[src/verilog/ppe_pkg.sv]
// Purpose: Shared constants and types for the phase detector and exact frequency registers
// Assumes: 24-bit registers reached through a 4-wire serial port sampled on clk
// Notes:   Field layout of the phase detector register is carried by ppe_pd_ctrl_s
package ppe_pkg;

  // Register addresses on the serial port
  localparam logic [5:0] ADDR_PD_CTRL = 6'h0b;  // Phase detector control
  localparam logic [5:0] ADDR_EXACT   = 6'h0c;  // Exact frequency channel count

  // Register width and serial frame shape
  localparam int         REG_W      = 24;
  localparam int         ADDR_W     = 6;
  localparam logic [4:0] HEAD_LAST  = 5'h06;  // Index of last header bit (rw + 6 address bits)
  localparam logic [4:0] FRAME_LAST = 5'h1e;  // Index of last data bit in a 31-bit frame
  localparam int         MSB        = 23;     // Bit shifted out first

  // Phase detector field defaults
  localparam logic [2:0]  PD_DEL_RESET   = 3'h1;   // Recommended reset path delay
  localparam logic [10:0] PD_RSVD_RESET  = 11'h1f0;
  localparam logic        PD_UP_RESET    = 1'h1;
  localparam logic        PD_DN_RESET    = 1'h1;

  // Exact frequency field layout and limits
  localparam int          EXACT_CNT_W     = 14;
  localparam logic [13:0] EXACT_MIN_COUNT = 14'h0002;  // 0 and 1 mean disabled
  localparam logic [23:0] EXACT_RESET     = 24'h000000;

  // Cycle slip guard codes and thresholds, in picoseconds
  localparam logic [1:0]  GUARD_OFF     = 2'h0;
  localparam logic [1:0]  GUARD_LVL1    = 2'h1;
  localparam logic [1:0]  GUARD_LVL2    = 2'h2;
  localparam logic [1:0]  GUARD_LVL3    = 2'h3;
  localparam logic [15:0] GUARD_THR1_PS = 16'h1518;  // 5.4 ns
  localparam logic [15:0] GUARD_THR2_PS = 16'h3840;  // 14.4 ns
  localparam logic [15:0] GUARD_THR3_PS = 16'h5e24;  // 24.1 ns

  // Phase detector control register, bit 23 down to bit 0
  typedef struct packed {
    logic        rsvdTop;              // Bit 23
    logic        sdoHighVoltage;       // Bit 22: 0 = 1.8 V, 1 = 3.3 V drive
    logic [10:0] rsvdMid;              // Bits 21:11
    logic        forcePumpDown;        // Bit 10
    logic        forcePumpUp;          // Bit 9
    logic [1:0]  cycleSlipGuardMode;   // Bits 8:7
    logic        detectorDownEnable;   // Bit 6
    logic        detectorUpEnable;     // Bit 5
    logic [1:0]  rsvdLow;              // Bits 4:3
    logic [2:0]  detectorResetDelay;   // Bits 2:0
  } ppe_pd_ctrl_s;

  localparam ppe_pd_ctrl_s PD_RESET = '{
    rsvdTop: 1'h0, sdoHighVoltage: 1'h0, rsvdMid: PD_RSVD_RESET,
    forcePumpDown: 1'h0, forcePumpUp: 1'h0, cycleSlipGuardMode: GUARD_OFF,
    detectorDownEnable: PD_DN_RESET, detectorUpEnable: PD_UP_RESET,
    rsvdLow: 2'h0, detectorResetDelay: PD_DEL_RESET};

  // Serial port states, one-hot
  typedef enum logic [3:0] {
    SP_IDLE  = 4'b0001,
    SP_HEAD  = 4'b0010,
    SP_WRITE = 4'b0100,
    SP_READ  = 4'b1000
  } ppe_spi_e;

endpackage

[src/verilog/ppe_cfg_reg.sv]
// Purpose: One 24-bit configuration register with a fixed power-on value
// Assumes: Write strobe is a one-cycle pulse from the serial port
// Notes:   Every bit, reserved or not, keeps what is written
`timescale 1ns/1ns
`default_nettype none
module ppe_cfg_reg #(
  parameter logic [23:0] RESET_VAL = 24'h000000
) (
  // Clock and reset
  input  wire logic        clk,
  input  wire logic        rst,
  // Write side
  input  wire logic        wrEn,
  input  wire logic [23:0] wrData,
  // Stored value
  output logic      [23:0] q
);

  // Whole word written at once; reserved bits are stored as well
  always_ff @(posedge clk) begin
    if (rst) begin
      q <= RESET_VAL;
    end else if (wrEn) begin
      q <= wrData;
    end
  end

endmodule // ppe_cfg_reg
`default_nettype wire

[src/verilog/ppe_exact_corr.sv]
// Purpose: Correction-rate counter for exact frequency mode
// Assumes: compTick pulses once per phase detector comparison cycle
// Notes:   A count below two leaves the mode off and the counter idle
`timescale 1ns/1ns
`default_nettype none
module ppe_exact_corr (
  // Clock and reset
  input  wire logic        clk,
  input  wire logic        rst,
  // Configuration and timing
  input  wire logic [13:0] channelCount,
  input  wire logic        compTick,
  // Results
  output logic             exactEnable,
  output logic             correctionPulse
);

  logic [13:0] phaseCount;  // Comparison cycles since last correction

  // Mode is on only for counts of two and above
  wire modeOn = (channelCount >= ppe_pkg::EXACT_MIN_COUNT);
  // Wrap on the last cycle, or when a smaller count was just programmed
  wire atWrap = (phaseCount >= channelCount - 14'h0001);

  // Correction strobe once per channelCount comparisons keeps the grid exact
  always_ff @(posedge clk) begin
    if (rst) begin
      phaseCount      <= 14'h0000;
      exactEnable     <= 1'b0;
      correctionPulse <= 1'b0;
    end else begin
      exactEnable     <= modeOn;
      correctionPulse <= modeOn && compTick && atWrap;
      if (!modeOn) begin
        phaseCount <= 14'h0000;
      end else if (compTick) begin
        phaseCount <= atWrap ? 14'h0000 : phaseCount + 14'h0001;
      end
    end
  end

endmodule // ppe_exact_corr
`default_nettype wire

[src/verilog/ppe_top.sv]
// Purpose: Phase detector control and exact frequency registers behind a serial port
// Assumes: Serial pins are synchronous to clk and change slowly against it
// Notes:   Frame is rw bit, 6 address bits, 24 data bits, most significant first
`timescale 1ns/1ns
`default_nettype none
module ppe_top (
  // Clock and reset
  input  wire logic                  clk,
  input  wire logic                  rst,
  // Serial port
  input  wire logic                  spiEnable,
  input  wire logic                  spiClock,
  input  wire logic                  spiDataIn,
  output logic                       sdoOut,
  output logic                       sdoOe_n,
  // Phase comparator side
  input  wire logic                  detUpRaw,
  input  wire logic                  detDownRaw,
  input  wire logic [15:0]           phaseErrorPs,
  input  wire logic                  compTick,
  // Configuration outputs
  output var ppe_pkg::ppe_pd_ctrl_s  pdCtrl,
  output logic [13:0]                exactChannelCount,
  output logic                       sdoHighVoltage,
  // Loop control outputs
  output logic                       pumpUp,
  output logic                       pumpDown,
  output logic                       cycleSlipInject,
  output logic                       exactEnable,
  output logic                       correctionPulse
);

  // Serial port state
  ppe_pkg::ppe_spi_e  spiState;      // Frame phase
  logic               sckPrev;       // Last sampled serial clock
  logic [4:0]         bitCount;      // Bits taken in this frame
  logic [23:0]        shiftIn;       // Incoming header and data
  logic [23:0]        shiftOut;      // Outgoing read data
  logic [5:0]         frameAddr;     // Address held from the header
  logic               wrStrobe;      // One-cycle commit of a full write
  logic [23:0]        wrWord;        // Data for that commit
  logic [23:0]        pdWord;        // Phase detector register
  logic [23:0]        exactWord;     // Exact frequency register

  // Edge detection; pins count as synchronous, so no synchroniser
  wire sckRise = spiClock && !sckPrev;
  wire sckFall = !spiClock && sckPrev;
  // A finished frame ignores further clocks until the enable drops
  wire frameDone = (spiState == ppe_pkg::SP_IDLE) && (bitCount != 5'h00);

  // Header decode: bit 6 of the header is the read flag
  wire [6:0] headNow  = {shiftIn[5:0], spiDataIn};
  wire       headRead = headNow[6];
  wire [5:0] headAddr = headNow[5:0];

  // Register decode for writes
  wire selPd    = (frameAddr == ppe_pkg::ADDR_PD_CTRL);
  wire selExact = (frameAddr == ppe_pkg::ADDR_EXACT);
  wire wrPd     = wrStrobe && selPd;
  wire wrExact  = wrStrobe && selExact;

  // Read mux; unmapped addresses read as zero
  wire [23:0] readWord = (headAddr == ppe_pkg::ADDR_PD_CTRL) ? pdWord :
                         (headAddr == ppe_pkg::ADDR_EXACT)   ? exactWord :
                         24'h000000;

  // Field view of the phase detector register
  ppe_pkg::ppe_pd_ctrl_s pdFields;
  assign pdFields = ppe_pkg::ppe_pd_ctrl_s'(pdWord);

  // Cycle slip threshold chosen by mode code; code three takes the widest window
  wire [1:0]  guardMode      = pdFields.cycleSlipGuardMode;
  wire [15:0] guardThreshold = (guardMode == ppe_pkg::GUARD_LVL1) ? ppe_pkg::GUARD_THR1_PS :
                               (guardMode == ppe_pkg::GUARD_LVL2) ? ppe_pkg::GUARD_THR2_PS :
                               ppe_pkg::GUARD_THR3_PS;
  wire        guardOn        = (guardMode != ppe_pkg::GUARD_OFF);

  // Pump drive: enable gates the detector, force overrides both
  wire next_pumpUp      = (detUpRaw && pdFields.detectorUpEnable) || pdFields.forcePumpUp;
  wire next_pumpDown    = (detDownRaw && pdFields.detectorDownEnable) || pdFields.forcePumpDown;
  wire next_slipInject  = guardOn && (phaseErrorPs > guardThreshold);

  // Serial clock history
  always_ff @(posedge clk) begin
    if (rst) begin
      sckPrev <= 1'b0;
    end else begin
      sckPrev <= spiClock;
    end
  end

  // Frame state machine; dropping the enable ends any frame
  always_ff @(posedge clk) begin
    if (rst) begin
      spiState  <= ppe_pkg::SP_IDLE;
      bitCount  <= 5'h00;
      frameAddr <= 6'h00;
    end else if (!spiEnable) begin
      spiState <= ppe_pkg::SP_IDLE;
      bitCount <= 5'h00;
    end else if (sckRise && !frameDone) begin
      bitCount <= bitCount + 5'h01;
      unique case (spiState)
        ppe_pkg::SP_IDLE, ppe_pkg::SP_HEAD: begin
          spiState <= ppe_pkg::SP_HEAD;
          if (bitCount == ppe_pkg::HEAD_LAST) begin
            frameAddr <= headAddr;
            spiState  <= headRead ? ppe_pkg::SP_READ : ppe_pkg::SP_WRITE;
          end
        end
        ppe_pkg::SP_WRITE: begin
          // Extra clocks past the frame are ignored
          if (bitCount == ppe_pkg::FRAME_LAST) begin
            spiState <= ppe_pkg::SP_IDLE;
          end
        end
        ppe_pkg::SP_READ: begin
          if (bitCount == ppe_pkg::FRAME_LAST) begin
            spiState <= ppe_pkg::SP_IDLE;
          end
        end
      endcase
    end
  end

  // Input shifter and write commit; a short write frame is dropped
  always_ff @(posedge clk) begin
    if (rst) begin
      shiftIn  <= 24'h000000;
      wrStrobe <= 1'b0;
      wrWord   <= 24'h000000;
    end else begin
      wrStrobe <= 1'b0;
      if (spiEnable && sckRise) begin
        shiftIn <= {shiftIn[22:0], spiDataIn};
        if (spiState == ppe_pkg::SP_WRITE && bitCount == ppe_pkg::FRAME_LAST) begin
          wrStrobe <= 1'b1;
          wrWord   <= {shiftIn[22:0], spiDataIn};
        end
      end
    end
  end

  // Output shifter; data leads each rising edge by half a serial clock
  always_ff @(posedge clk) begin
    if (rst) begin
      shiftOut <= 24'h000000;
      sdoOut   <= 1'b0;
      sdoOe_n  <= 1'b1;
    end else if (!spiEnable) begin
      sdoOe_n <= 1'b1;
    end else if (sckRise && spiState == ppe_pkg::SP_HEAD && bitCount == ppe_pkg::HEAD_LAST) begin
      shiftOut <= readWord;
    end else if (sckFall && spiState == ppe_pkg::SP_READ) begin
      sdoOut   <= shiftOut[ppe_pkg::MSB];
      sdoOe_n  <= 1'b0;
      shiftOut <= {shiftOut[22:0], 1'b0};
    end
  end

  // Phase detector register, reset path delay one and both outputs on
  ppe_cfg_reg #(
    .RESET_VAL (24'(ppe_pkg::PD_RESET))
  ) uPdReg (
    .clk    (clk),
    .rst    (rst),
    .wrEn   (wrPd),
    .wrData (wrWord),
    .q      (pdWord)
  );

  // Exact frequency register, cleared so the mode starts off
  ppe_cfg_reg #(
    .RESET_VAL (ppe_pkg::EXACT_RESET)
  ) uExactReg (
    .clk    (clk),
    .rst    (rst),
    .wrEn   (wrExact),
    .wrData (wrWord),
    .q      (exactWord)
  );

  // Correction rate counter; range of the count is the host's duty
  ppe_exact_corr uExactCorr (
    .clk             (clk),
    .rst             (rst),
    .channelCount    (exactWord[ppe_pkg::EXACT_CNT_W-1:0]),
    .compTick        (compTick),
    .exactEnable     (exactEnable),
    .correctionPulse (correctionPulse)
  );

  // Registered copies of configuration for the analog side
  always_ff @(posedge clk) begin
    if (rst) begin
      pdCtrl            <= ppe_pkg::PD_RESET;
      exactChannelCount <= 14'h0000;
      sdoHighVoltage    <= 1'b0;
    end else begin
      pdCtrl            <= pdFields;
      exactChannelCount <= exactWord[ppe_pkg::EXACT_CNT_W-1:0];
      sdoHighVoltage    <= pdFields.sdoHighVoltage;
    end
  end

  // Pump and guard drive, one cycle after the comparator
  always_ff @(posedge clk) begin
    if (rst) begin
      pumpUp          <= 1'b0;
      pumpDown        <= 1'b0;
      cycleSlipInject <= 1'b0;
    end else begin
      pumpUp          <= next_pumpUp;
      pumpDown        <= next_pumpDown;
      cycleSlipInject <= next_slipInject;
    end
  end
endmodule // ppe_top
`default_nettype wire
[config.mk]
export PLATFORM = sky130hd
export DESIGN_NAME = ppe_top
export DESIGN_NICKNAME = d
export VERILOG_FILES = /design/src/verilog/ppe_pkg.sv /design/src/verilog/ppe_cfg_reg.sv /design/src/verilog/ppe_exact_corr.sv /design/src/verilog/ppe_top.sv
export SDC_FILE = /design/constraint.sdc
export NUM_CORES = 1
export LEC_CHECK = 0
export BUFFER_PORTS_ARGS = -buffer_cell sky130_fd_sc_hd__buf_2
export CAP_MARGIN = 5
export CORE_UTILIZATION = 35
export DETAILED_ROUTE_END_ITERATION = 6
export GPL_TIMING_DRIVEN = 0
export HOLD_SLACK_MARGIN = 0.06
export PLACE_DENSITY_LB_ADDON = 0.2
export SKIP_LAST_GASP = 1
export SLEW_MARGIN = 30
export SYNTH_ARGS = -nofsm -noshare
export SYNTH_HDL_FRONTEND = slang
export SYNTH_HIERARCHICAL = 1
export SYNTH_SLANG_ARGS = --single-unit
[constraint.sdc]
create_clock -name clk -period 5.6 [get_ports clk]
set_input_delay 1.4 -clock clk [delete_from_list [all_inputs] [get_ports clk]]
set_output_delay 1.4 -clock clk [all_outputs]
set_load 0.005 [all_outputs]
* Word level (Yosys, flattened, before mapping) *
Index checks and enable logic that the tools add are counted.

word-level totals
  bits in registers = 195
  bits of input ports = 24
  output and inout port bits = 46
  word-level logic and storage cells = 99

operators by class
  $add $sub $neg = 3
  $lt $le $gt $ge = 3
  equal/unequal tests = 13
  mux-type cells = 12
  bitwise gates (word level) = 4
  reduce and logical (&&, ||, !) cells = 35

operators by type and width
  operator                                                                               count
  24-bit 2-to-1 mux                                                                      4
  15-bit 2-to-1 mux                                                                      2
  6-bit by 4-bit == test with 1-bit output (second input constant)                       4
  16-bit by 15-bit greater-than comparator with 1-bit output                             1
  1-bit logical AND                                                                      16
  14-bit by 1-bit adder with 14-bit output (second input constant)                       1
  14-bit greater-or-equal comparator                                                     1
  14-bit by 2-bit greater-or-equal comparator with 1-bit output (second input constant)  1
  14-bit 2-to-1 mux                                                                      1
  14-bit by 1-bit subtractor with 14-bit output (second input constant)                  1
  4-bit 2-to-1 mux                                                                       3
  2-bit OR reduction                                                                     5
  4-bit one-hot mux with 2 select lines                                                  1
  2-bit AND reduction                                                                    4
  5-bit by 1-bit adder with 5-bit output (second input constant)                         1
  5-bit by 3-bit == test with 1-bit output (second input constant)                       1
  5-bit == test (second input constant)                                                  1
  5-bit nonzero test                                                                     1
  4-bit by 1-bit == test with 1-bit output (second input constant)                       1
  4-bit by 2-bit == test with 1-bit output (second input constant)                       1
  4-bit by 3-bit == test with 1-bit output (second input constant)                       1
  4-bit == test (second input constant)                                                  1
  1-bit inverter                                                                         4
  4-bit AND reduction                                                                    1
  8 further kinds                                                                        12

* Depth between registers and ports, before layout *
Gate-level depths: netlist (run 1).

  depth in word-level cells = 6
  gate-level depth with buffers = 12
  gate-level depth less buffers = 11

* Cells and area by module *
The synthesis (run 1) kept the hierarchy.

modules (own cells, without submodules)
  module                   instances  cells each  area each (µm²)  sequential area each (µm²)
  ppe_top                  1          547         5087.4           2622.5
  ppe_exact_corr           1          159         1281.2           320.3
  ppe_cfg_reg (uPdReg)     1          77          882.1            480.5
  ppe_cfg_reg (uExactReg)  1          77          869.6            480.5

* Least setup slack after synthesis (run 1) *
Ideal clock, no wire load.

  kind = register to register
  start point = reg uExactReg.q[6]
  end point = reg uExactCorr.phaseCount[11]
  setup time = 117 ps
  arrival time = 2718 ps
  data required time = 5483 ps
  path slack = 2765 ps
  cell stages (with the launch flop) = 13
  path buffers = 1
  clock period less this slack = 2835 ps
  path through = dfxtp_1 > or4_4 > nor3_4 > nand2_2 > nor4_2 > xnor2_1 > ha_1 > nand4_1 > nor2_1 > o311ai_1 > a21boi_0 > buf_2 > nor2_1

on the way
  word-level cells in the longest chain between the ends = 3
  elaborated cells between the ends (all ways) = 6
  classes of those cells = add/sub: 1; order compare: 2; mux: 1; bitwise: 1; reduce/logical: 1

ends and longest elaborated chain
  what                                                                                                                            RTL line                                    RTL
  from (decl)                                                                                                                     ppe_cfg_reg.sv:16                           output logic [23:0] q
  from (signal assigned)                                                                                                          ppe_cfg_reg.sv:24                           q <= wrData;
  14-bit by 1-bit subtractor with 14-bit output or 14-bit by 2-bit greater-or-equal comparator with 1-bit output (tied branches)  ppe_exact_corr.sv:23, ppe_exact_corr.sv:21
  14-bit greater-or-equal comparator or 1-bit inverter (tied branches)                                                            --
  14-bit 2-to-1 mux or 2-bit OR reduction (tied branches)                                                                         --
  to (signal assigned)                                                                                                            ppe_exact_corr.sv:37                        phaseCount <= atWrap ? 14'h0000 : phaseCount + 14'h0001;
  to (decl)                                                                                                                       ppe_exact_corr.sv:18                        logic [13:0] phaseCount;

Parallel ways exist; a longest one is shown, timed or not.
A chain may end at the register's enable or synchronous reset.

* Worst setup path in the final report (run 1) *
  start point = reg uExactReg.q[5]
  end point = reg uExactCorr.phaseCount[11]

The elaborated chain is that of the path after synthesis.

==> results summary, run 1 <==
Summed over all failing endpoints, the final setup total negative slack is 0 ns. After detailed routing, the number of remaining DRC violations is 0. Ranked by instance count, the synthesized netlist is headed by 195 x sky130_fd_sc_hd__dfxtp_1, 124 x sky130_fd_sc_hd__nand2_1, 86 x sky130_fd_sc_hd__nor2_1, 58 x sky130_fd_sc_hd__a21oi_1, 51 x sky130_fd_sc_hd__mux2i_1.

For this run, the total global-route usage over all layers was measured as 0.1680. After the flow finishes, the layout carries non-filler instances totaling 1244. The area of the core region came out at 22710 um^2. The post-layout minimum cycle time came out at 3.434 ns. The most common flop cell mapped by yosys is sky130_fd_sc_hd__dfxtp_1. The via count came out at 6118. The worst max-slew margin expressed relative to the limit is 0.4425.

The beginning of the worst hold path is sdoOe_n$_SDFFE_PP1P_. The fraction of final layout cells sized beyond drive strength 1 is 0.1460. From synthesis to final layout, the design area changed by 15.70%. The number of detailed-routing iterations run before antenna repair is 5. The share of the core filled with cells in the final layout came out at 0.4137. The leftover overflow at the end of global routing came out at 0. Clock tree synthesis selected as its root buffer the cell sky130_fd_sc_hd__clkbuf_16.

The clock tree from TritonCTS is done. The width of the die came out at 154.3 um. Among all stages on the critical path, the largest delay is contributed by sky130_fd_sc_hd__or4_4.

In this run the top signal layer used is met4. The path type of the worst min-delay path is reg -> reg. The placed wire-length estimate came out at 14200 um. The worst register-to-register path begins at uExactReg/q[5]$_SDFFE_PP0P_. The cell count after placement is 1213. The number of buffers inserted by post-CTS setup repair came out at 0. The final layout contains 1005 nets.

The number of placement rows came out at 55. The source-to-sink clock delay at the later pin of the worst-skew pair came out at 0.43 ns. The share of the synthesized area in the top cell type is 0.4807. The mean post-synth cell area came out at 9.442 um^2. The final layout contains routed wiring with a total length of 19320 um. Synthesis inferred 195 register bits. The sum of routed wire segments on met1 is 9992 um. Routability-driven placement finished with a final weighted congestion of 0.7892. The initial cell density of the core is 0.3576. Entering global routing, the biggest net connects 18 pins.

Counting every net in the synthesized netlist gives 918. In the final routed layout, each cell accounts on average for 15.53 um. The final-report hold violation count is 0.

The slew at the pin closest to its max-slew limit is 0.8345 ns. The proportion of register bits with asynchronous set or reset after synthesis is 0. For this design the static power due to leakage is 3.614 nW.

The vias per cell is 4.918. The met3 wirelength from detailed routing is 598 um. The number of standard cells after synthesis came out at 860. The worst ir drop on vdd came out at 167.3 uV. The number of DRC markers in iteration 0 came out at 350.

The remaining antenna violation count after routing is 0. The final cycle utilization of the critical path is 0.6133. Max-cap violations in this run came to 0. The worst setup path is captured at a register. The die outline area came out at 23810 um^2. Post-CTS repair changed the size of 0 cells. The data arrival time of the critical path is 3.76 ns. After synthesis, the cell types taking the most area are sky130_fd_sc_hd__dfxtp_1 48%, sky130_fd_sc_hd__mux2i_1 6.3%, sky130_fd_sc_hd__nand2_1 5.7%, sky130_fd_sc_hd__ha_1 5.2%, sky130_fd_sc_hd__nor2_1 4.0%. The global-route wire length before repair came out at 31380 um. The count of port buffers added during placement is 68. The cell area power density came out at 286.4 nW/um^2.

The signal on the critical path passes through or4_4 > nor3_4 > nand2_2 > nor4_2 > xnor2_1 > ha_1 > nand4_1 > nor2_1 > o311ai_1 > a21boi_0 > buf_2 > nor2_1. The count of antenna diodes in the layout came out at 0. The worst hold-check slack is 0.4420 ns. The top-level I/O count came out at 70. The met2 layer wire length in the routed design is 8610 um.

The highest cell delay on the worst timing path came out at 0.57 ns. The number of buffers inserted for hold repair after clock tree synthesis came out at 0. The most common cell in the synthesized netlist is sky130_fd_sc_hd__dfxtp_1.

The sequential element share of the synthesized area came out at 0.4807. The via count of the first global-routing pass was 5830. The design draws 2.691 mW.

The floorplan die height came out at 154.3 um. The highest clock frequency the design can meet came out at 291.2 MHz. Clock-pin slew was measured on the worst setup and hold paths at 0.07 ns.

Setup repair after global routing left no endpoint under its margin. STA classifies the critical path startpoint as a register. The largest fanout on the critical path is 10. The setup path with the least slack is of type reg -> reg. The number of unique standard cell types used by synthesis is 60. The run finished with clean final reports. The number of clock sinks came out at 195. In this run the number of H-tree levels came out at 4.

Across the routed clock network, the largest skew measured is 0.007814 ns. The Yosys step of the flow raised 6 warnings. The most prevalent standard cell on the critical path is sky130_fd_sc_hd__nor2_1. The initial antenna violation count came to 0. The beginning of the critical path is uExactReg/q[5]$_SDFFE_PP0P_. The total standard cell area after synthesis came out at 8120 um^2. The number of enable-type register cells in the synthesized netlist came out at 0. The number of max-slew violations in the final report came to 0. Setup violations remaining at the end of the flow were counted as 0.

The total clock buffers created by CTS came out at 17. The cell type with the largest total area after synthesis is sky130_fd_sc_hd__dfxtp_1. The data required time at the worst endpoint came out at 5.92 ns. The maximum buffer depth of the clock tree is 2.
cell families after synthesis:
family / synth area share
flip-flops: 0.4807
adder cells (fa/ha/maj): 0.05239
XOR/XNOR: 0.03020
buffers and inverters: 0.04376
AO/OA/AOI/OAI: 0.1151
multiplexers: 0.06287
AND/OR/NAND/NOR: 0.2149
final timing paths:
check	to	slack, ns	cells past startpoint
max reg2reg	uExactCorr/phaseCount[11]$_SDFFE_PP0P_	2.17	12
min	sdoOe_n$_SDFFE_PP1P_	0.44	2
max	uExactCorr/phaseCount[11]$_SDFFE_PP0P_	2.17	12
min reg2reg	sdoOe_n$_SDFFE_PP1P_	0.44	2
registers in the layout (all words and copies together) (netlist names):
| name | flops |
|---|---|
| shiftOut | 24 |
| uExactReg/q | 24 |
| uPdReg/q | 24 |
| wrWord | 24 |
| pdCtrl | 23 |
| shiftIn | 23 |
| exactChannelCount | 14 |
| uExactCorr/phaseCount | 14 |
| frameAddr | 6 |
| bitCount | 5 |
| spiState | 4 |
| cycleSlipInject | 1 |
| pumpDown | 1 |
| pumpUp | 1 |
| sckPrev | 1 |
| sdoHighVoltage | 1 |
| sdoOe_n | 1 |
| sdoOut | 1 |
| uExactCorr/correctionPulse | 1 |
| uExactCorr/exactEnable | 1 |
| wrStrobe | 1 |
routing by layer:
metal,global-route usage,vias to the layer above
met5,0,-
met4,0.04008,0
met3,0.03474,8
met2,0.2630,94
met1,0.2361,2847
li1,-,3169
critical path, delay by kind of cell, from the launching register on:
family                     cells  cell delay, ns
AOI/OAI and AO/OA              2            0.69
xor gates and xnor gates       1            0.10
adders and majority gates      1            0.33
buffers and inverters          1            0.34
DFF                            1            0.40
and+or+nand+nor                7            1.47
through the flow:
| step | setup slack, ns | area, um^2 |
|---|---|---|
| 3_5_place_dp | 2.110 | 8817 |
| 6_report | 2.166 | 9395 |
| 4_1_cts | 2.086 | 9395 |
| 5_1_grt | 1.834 | 9395 |
| 3_3_place_gp | 2.063 | 8817 |
| 2_1_floorplan | 2.765 | 8120 |
placed cells by master (no fill, tap or decap), types with 3 or more instances in the layout:
master                      count
sky130_fd_sc_hd__buf_12         3
sky130_fd_sc_hd__inv_6          4
sky130_fd_sc_hd__nor3_1        33
sky130_fd_sc_hd__a211o_1        8
sky130_fd_sc_hd__a21o_1         3
sky130_fd_sc_hd__clkbuf_1      29
sky130_fd_sc_hd__xor2_1        14
sky130_fd_sc_hd__ha_1          34
sky130_fd_sc_hd__nor3b_1        3
sky130_fd_sc_hd__nand2_1      124
sky130_fd_sc_hd__and2_1         5
sky130_fd_sc_hd__and2b_1        3
sky130_fd_sc_hd__nand2b_1       3
sky130_fd_sc_hd__a211oi_1       3
sky130_fd_sc_hd__o21ai_0        5
sky130_fd_sc_hd__buf_4          3
sky130_fd_sc_hd__mux2i_1       51
sky130_fd_sc_hd__nand4_1       15
sky130_fd_sc_hd__inv_1         14
sky130_fd_sc_hd__clkbuf_16     17
sky130_fd_sc_hd__or2_2          8
sky130_fd_sc_hd__xnor2_1       14
sky130_fd_sc_hd__nor2b_1       37
sky130_fd_sc_hd__a221o_1       24
sky130_fd_sc_hd__dfxtp_1      195
sky130_fd_sc_hd__buf_6          5
sky130_fd_sc_hd__a22oi_1       24
sky130_fd_sc_hd__nand3_1       11
sky130_fd_sc_hd__nor2_1        86
sky130_fd_sc_hd__a21oi_1       58
sky130_fd_sc_hd__buf_2         76
where the power goes:
group	total [mW]	switching [mW]	leakage [nW]	internal (mW)
clock network	1.23	0.562	0.279	0.665
logic	0.0736	0.0502	1.76	0.0234
registers	1.39	0.00238	1.57	1.39
total	2.69	0.615	3.61	2.08
final cells by class:
cell class	instances	area [um^2]
fill	2281	13310
sequential	195	3904
multi-input combinational	602	3861
clock buffer	18	429.2
tap	285	356.6
timing repair buffer	68	340.3
buffer	49	302.8
clock inverter	13	148.9
inverter	14	52.55
(Power assumes the default switching activity.)
==> run 2: changes to the inputs <==
Clock period 5.6 ns to 3.05 ns, I/O delays scaled along.
==> run 2 against run 1 <==
Effect of this change: first-iteration DRC count grew 6.0%; register-to-register slack lost 2.1 ns; clock power rose by 83%; sequential cell count stayed put; critical path type unchanged.
==> results summary, run 2 (synthesized netlist as in run 1, its figures left out) <==
The final worst setup slack is 0.03620 ns (-2.129 ns). TritonCTS built the clock tree. The count of port buffers added during placement was 68 (unchanged).

The min-delay analysis places its worst path in the category reg -> reg. The internal power came to 3.810 mW (+84%). The worst setup path is launched from a register. The most frequent standard cell in the layout excluding fill and tap cells is sky130_fd_sc_hd__dfxtp_1. The switching component of the power is 1.125 mW (+83%). The minimum setup slack after placement is -0.4400 ns (-2.550 ns).

The fraction of power consumed by combinational cells came out at 0.027 (about the same). The highest cell delay on the worst timing path came out at 0.55 ns (-0.02 ns). The worst setup path is captured at a register.

The maximum clock skew at final layout is 0.01016 ns (+0.002346 ns). The number of clock sinks came to 195 (unchanged). The power after layout was 4.935 mW (+83%). The cell count after placement is 1213 (unchanged). The largest fanout on the critical path came out at 4 (-6). The beginning of the critical path is uExactReg/q[6]$_SDFFE_PP0P_. The setup slack of the most critical reg-to-reg path came out at 0.04 ns (-2.13 ns). The final net count came out at 1012 (+0.70%). The number of max-slew violations in the final report is 0 (unchanged). The cell area after layout is 9517 um^2 (+1.3%). The endpoint of the lowest-slack register-to-register path is uExactCorr/correctionPulse$_SDFF_PP0_. The footprint of the flip-flops and latches came to 3913 um^2 (+0.22%).

The area after detailed placement is 8817 um^2 (unchanged). The number of buffers inserted for hold repair after clock tree synthesis came out at 0 (unchanged). The flow ran to the end, and the final reports show no timing, DRC or antenna violations. The leftover overflow at the end of global routing is 0 (unchanged). The cell leakage power came out at 3.654 nW (+1.1%).

The slew at the pin closest to its max-slew limit is 0.8314 ns (-0.003036 ns). The number of placement rows came to 55 (unchanged). The final-report hold violation count is 0 (unchanged). The setup TNS is 0 ns (unchanged).

The remaining antenna violation count after routing is 0 (unchanged). The routing usage on met1 came to 0.2356 (-0.0005248). The source-to-sink clock delay at the later pin of the worst-skew pair is 0.43 ns (about the same). The met3 track utilization from global routing is 0.03474 (unchanged). The number of setup violations in the final report is 0 (unchanged).

The library cells used most frequently in the layout, excluding fill and tap cells, are 192 x sky130_fd_sc_hd__dfxtp_1, 124 x sky130_fd_sc_hd__nand2_1, 84 x sky130_fd_sc_hd__nor2_1. The count of antenna diodes in the layout is 0 (unchanged). The tree is rooted in a sky130_fd_sc_hd__clkbuf_16.

The data arrival time of the critical path came out at 3.34 ns (-0.42 ns). The floorplan die height came out at 154.3 um (unchanged). The maximum buffer depth of the clock tree is 2 (unchanged). The highest clock frequency the design can meet is 331.8 MHz (+14%). The final cycle utilization of the critical path came out at 0.9881 (+0.3749). Setup repair after global routing could not meet its margin everywhere. The area of the core region was 22710 um^2 (unchanged). The initial cell density of the core is 0.3576 (unchanged). The top-level I/O count came to 70 (unchanged). The area of the multi-input gates came to 3911 um^2 (+1.3%). The die outline area is 23810 um^2 (unchanged). The total track usage came out at 0.1680 (unchanged). The number of DRC markers in iteration 0 is 371 (+6.0%). The placed wire-length estimate is 14200 um (unchanged).

Walking the worst path, the cells encountered are or4_4 > nor3_4 > nand2_2 > nor4_4 > xnor2_1 > ha_1 > nand4_1 > o21ai_1 > a211oi_2 > a21boi_2 > buf_6 > and2_1. The clock network fraction of total power is 0.456 (about the same). The initial antenna violation count came to 0 (unchanged). The data required time at the worst endpoint came out at 3.38 ns (-2.54 ns). The worst max-slew margin expressed relative to the limit was 0.4445 (+0.002028). The maximum level of the CTS H-tree came out at 4 (unchanged). The master of the slowest instance on the critical path is sky130_fd_sc_hd__or4_4.

The post-layout minimum cycle time is 3.014 ns (-0.4206 ns). The global-route track usage on met2 came out at 0.2636 (+0.0006494). The clock input transition at the sequential cells of the worst setup and hold paths came out at 0.07 ns (about the same). The max-cap check violation count is 0 (unchanged). The switching power share of the total came to 0.2279 (-0.0004707). The post-route non-filler standard cell count came out at 1251 (+0.56%).

The via count is 6134 (+0.26%). The synthesis-to-finish area growth came out at 17.20%. In this run the worst setup path terminates at uExactCorr/correctionPulse$_SDFF_PP0_.

The critical path start-end classification is reg -> reg. The fraction of final layout cells sized beyond drive strength 1 came out at 0.1646 (+0.01861). The average wire per standard cell was 15.55 um (about the same). The routed wire length is 19450 um (+0.66%). The width of the die was 154.3 um (unchanged). The number of detailed-routing iterations run before antenna repair came out at 5 (unchanged). The part of the power in registers came out at 0.517 (about the same). The fill cell instance count of the final layout is 2283 (+0.088%). The worst ir drop on vdd came out at 305.9 uV (+83%). The placer's final routability congestion estimate is 0.7892 (unchanged).

The number of cell instances on the worst register-to-register path came to 12 (unchanged). The global-route wire length before repair was 31360 um (about the same). The largest net degree at the start of global routing is 18 (unchanged). The via count of the first global-routing pass is 5836 (+0.10%). The number of remaining DRC errors came out at 0 (unchanged). The cell area power density is 518.6 nW/um^2 (+81%). met2 is the most crowded layer. The startpoint identified for the worst register-to-register timing path is uExactReg/q[6]$_SDFFE_PP0P_. The vias per cell is 4.903 (-0.30%).

The total clock buffers created by CTS came out at 17 (unchanged).
==> run 2: cell types whose count changed in the layout (fill, tap and decap cells not counted), sizes merged <==
cell and change:
buf +7
==> run 2: stage by stage <==
step | util | hold slack (ns)
finish | 0.4191 | 0.4420
global placement | 0.3883 | 0.4323
global route | 0.4191 | 0.4839
floorplan | - | 0.4278
CTS | 0.4145 | 0.4500
detailed placement | 0.3883 | 0.4362
==> run 2: worst min-delay path by stage <==
stage                                        start                  endpoint  slack, ns  depth (start not counted)
after floorplan           shiftOut[0]$_SDFFE_PP0P_  shiftOut[0]$_SDFFE_PP0P_       0.43                          1
after global placement        sdoOe_n$_SDFFE_PP1P_      sdoOe_n$_SDFFE_PP1P_       0.43                          2
after detailed placement      sdoOe_n$_SDFFE_PP1P_      sdoOe_n$_SDFFE_PP1P_       0.44                          2
after CTS                     sdoOe_n$_SDFFE_PP1P_      sdoOe_n$_SDFFE_PP1P_       0.45                          2
after global routing          sdoOe_n$_SDFFE_PP1P_      sdoOe_n$_SDFFE_PP1P_       0.48                          2
final                         sdoOe_n$_SDFFE_PP1P_      sdoOe_n$_SDFFE_PP1P_       0.44                          2
==> run 2: timing repair <==
action,4_1_cts,5_1_grt
endpoints found under the setup margin,14,14
gates cloned,0,0
pin swaps,1,9
resized for setup,4,16
setup buffers,1,6
==> run 2: worst max-delay path, delay by kind of cell, from the launching register on <==
| family | cells | cell delay [ns] |
|---|---|---|
| XOR/XNOR | 1 | 0.11 |
| flip-flops | 1 | 0.36 |
| AO/OA/AOI/OAI | 3 | 0.55 |
| adder cells (fa/ha/maj) | 1 | 0.35 |
| buffers and inverters | 1 | 0.15 |
| AND/OR/NAND/NOR | 6 | 1.40 |
==> run 2: layer usage <==
metal	vias to the layer above	part of all wire	wire [um]
met5	-	0	0
met4	0	0.0056	108
met3	8	0.030	577
met2	78	0.45	8736
met1	2864	0.52	10030
li1	3184	-	-
==> run 2: power by group through the flow <==
stage / combinational [mW] / sequential [mW] / clock, mW
2_1_floorplan: 0.0800 / 2.61 / 0
3_3_place_gp: 0.136 / 2.61 / 0
3_5_place_dp: 0.137 / 2.61 / 0
4_1_cts: 0.137 / 2.55 / 2.30
5_1_grt: 0.152 / 2.55 / 2.41
6_report: 0.135 / 2.55 / 2.25
==> run 2: layout make-up <==
class | count | area share
Clock inverter | 13 | 0.01565
Buffer | 49 | 0.03247
Clock buffer | 18 | 0.04510
Tap cell | 285 | 0.03747
Multi-Input combinational cell | 602 | 0.4110
Sequential cell | 195 | 0.4111
Timing Repair Buffer | 75 | 0.04168
Inverter | 14 | 0.005522
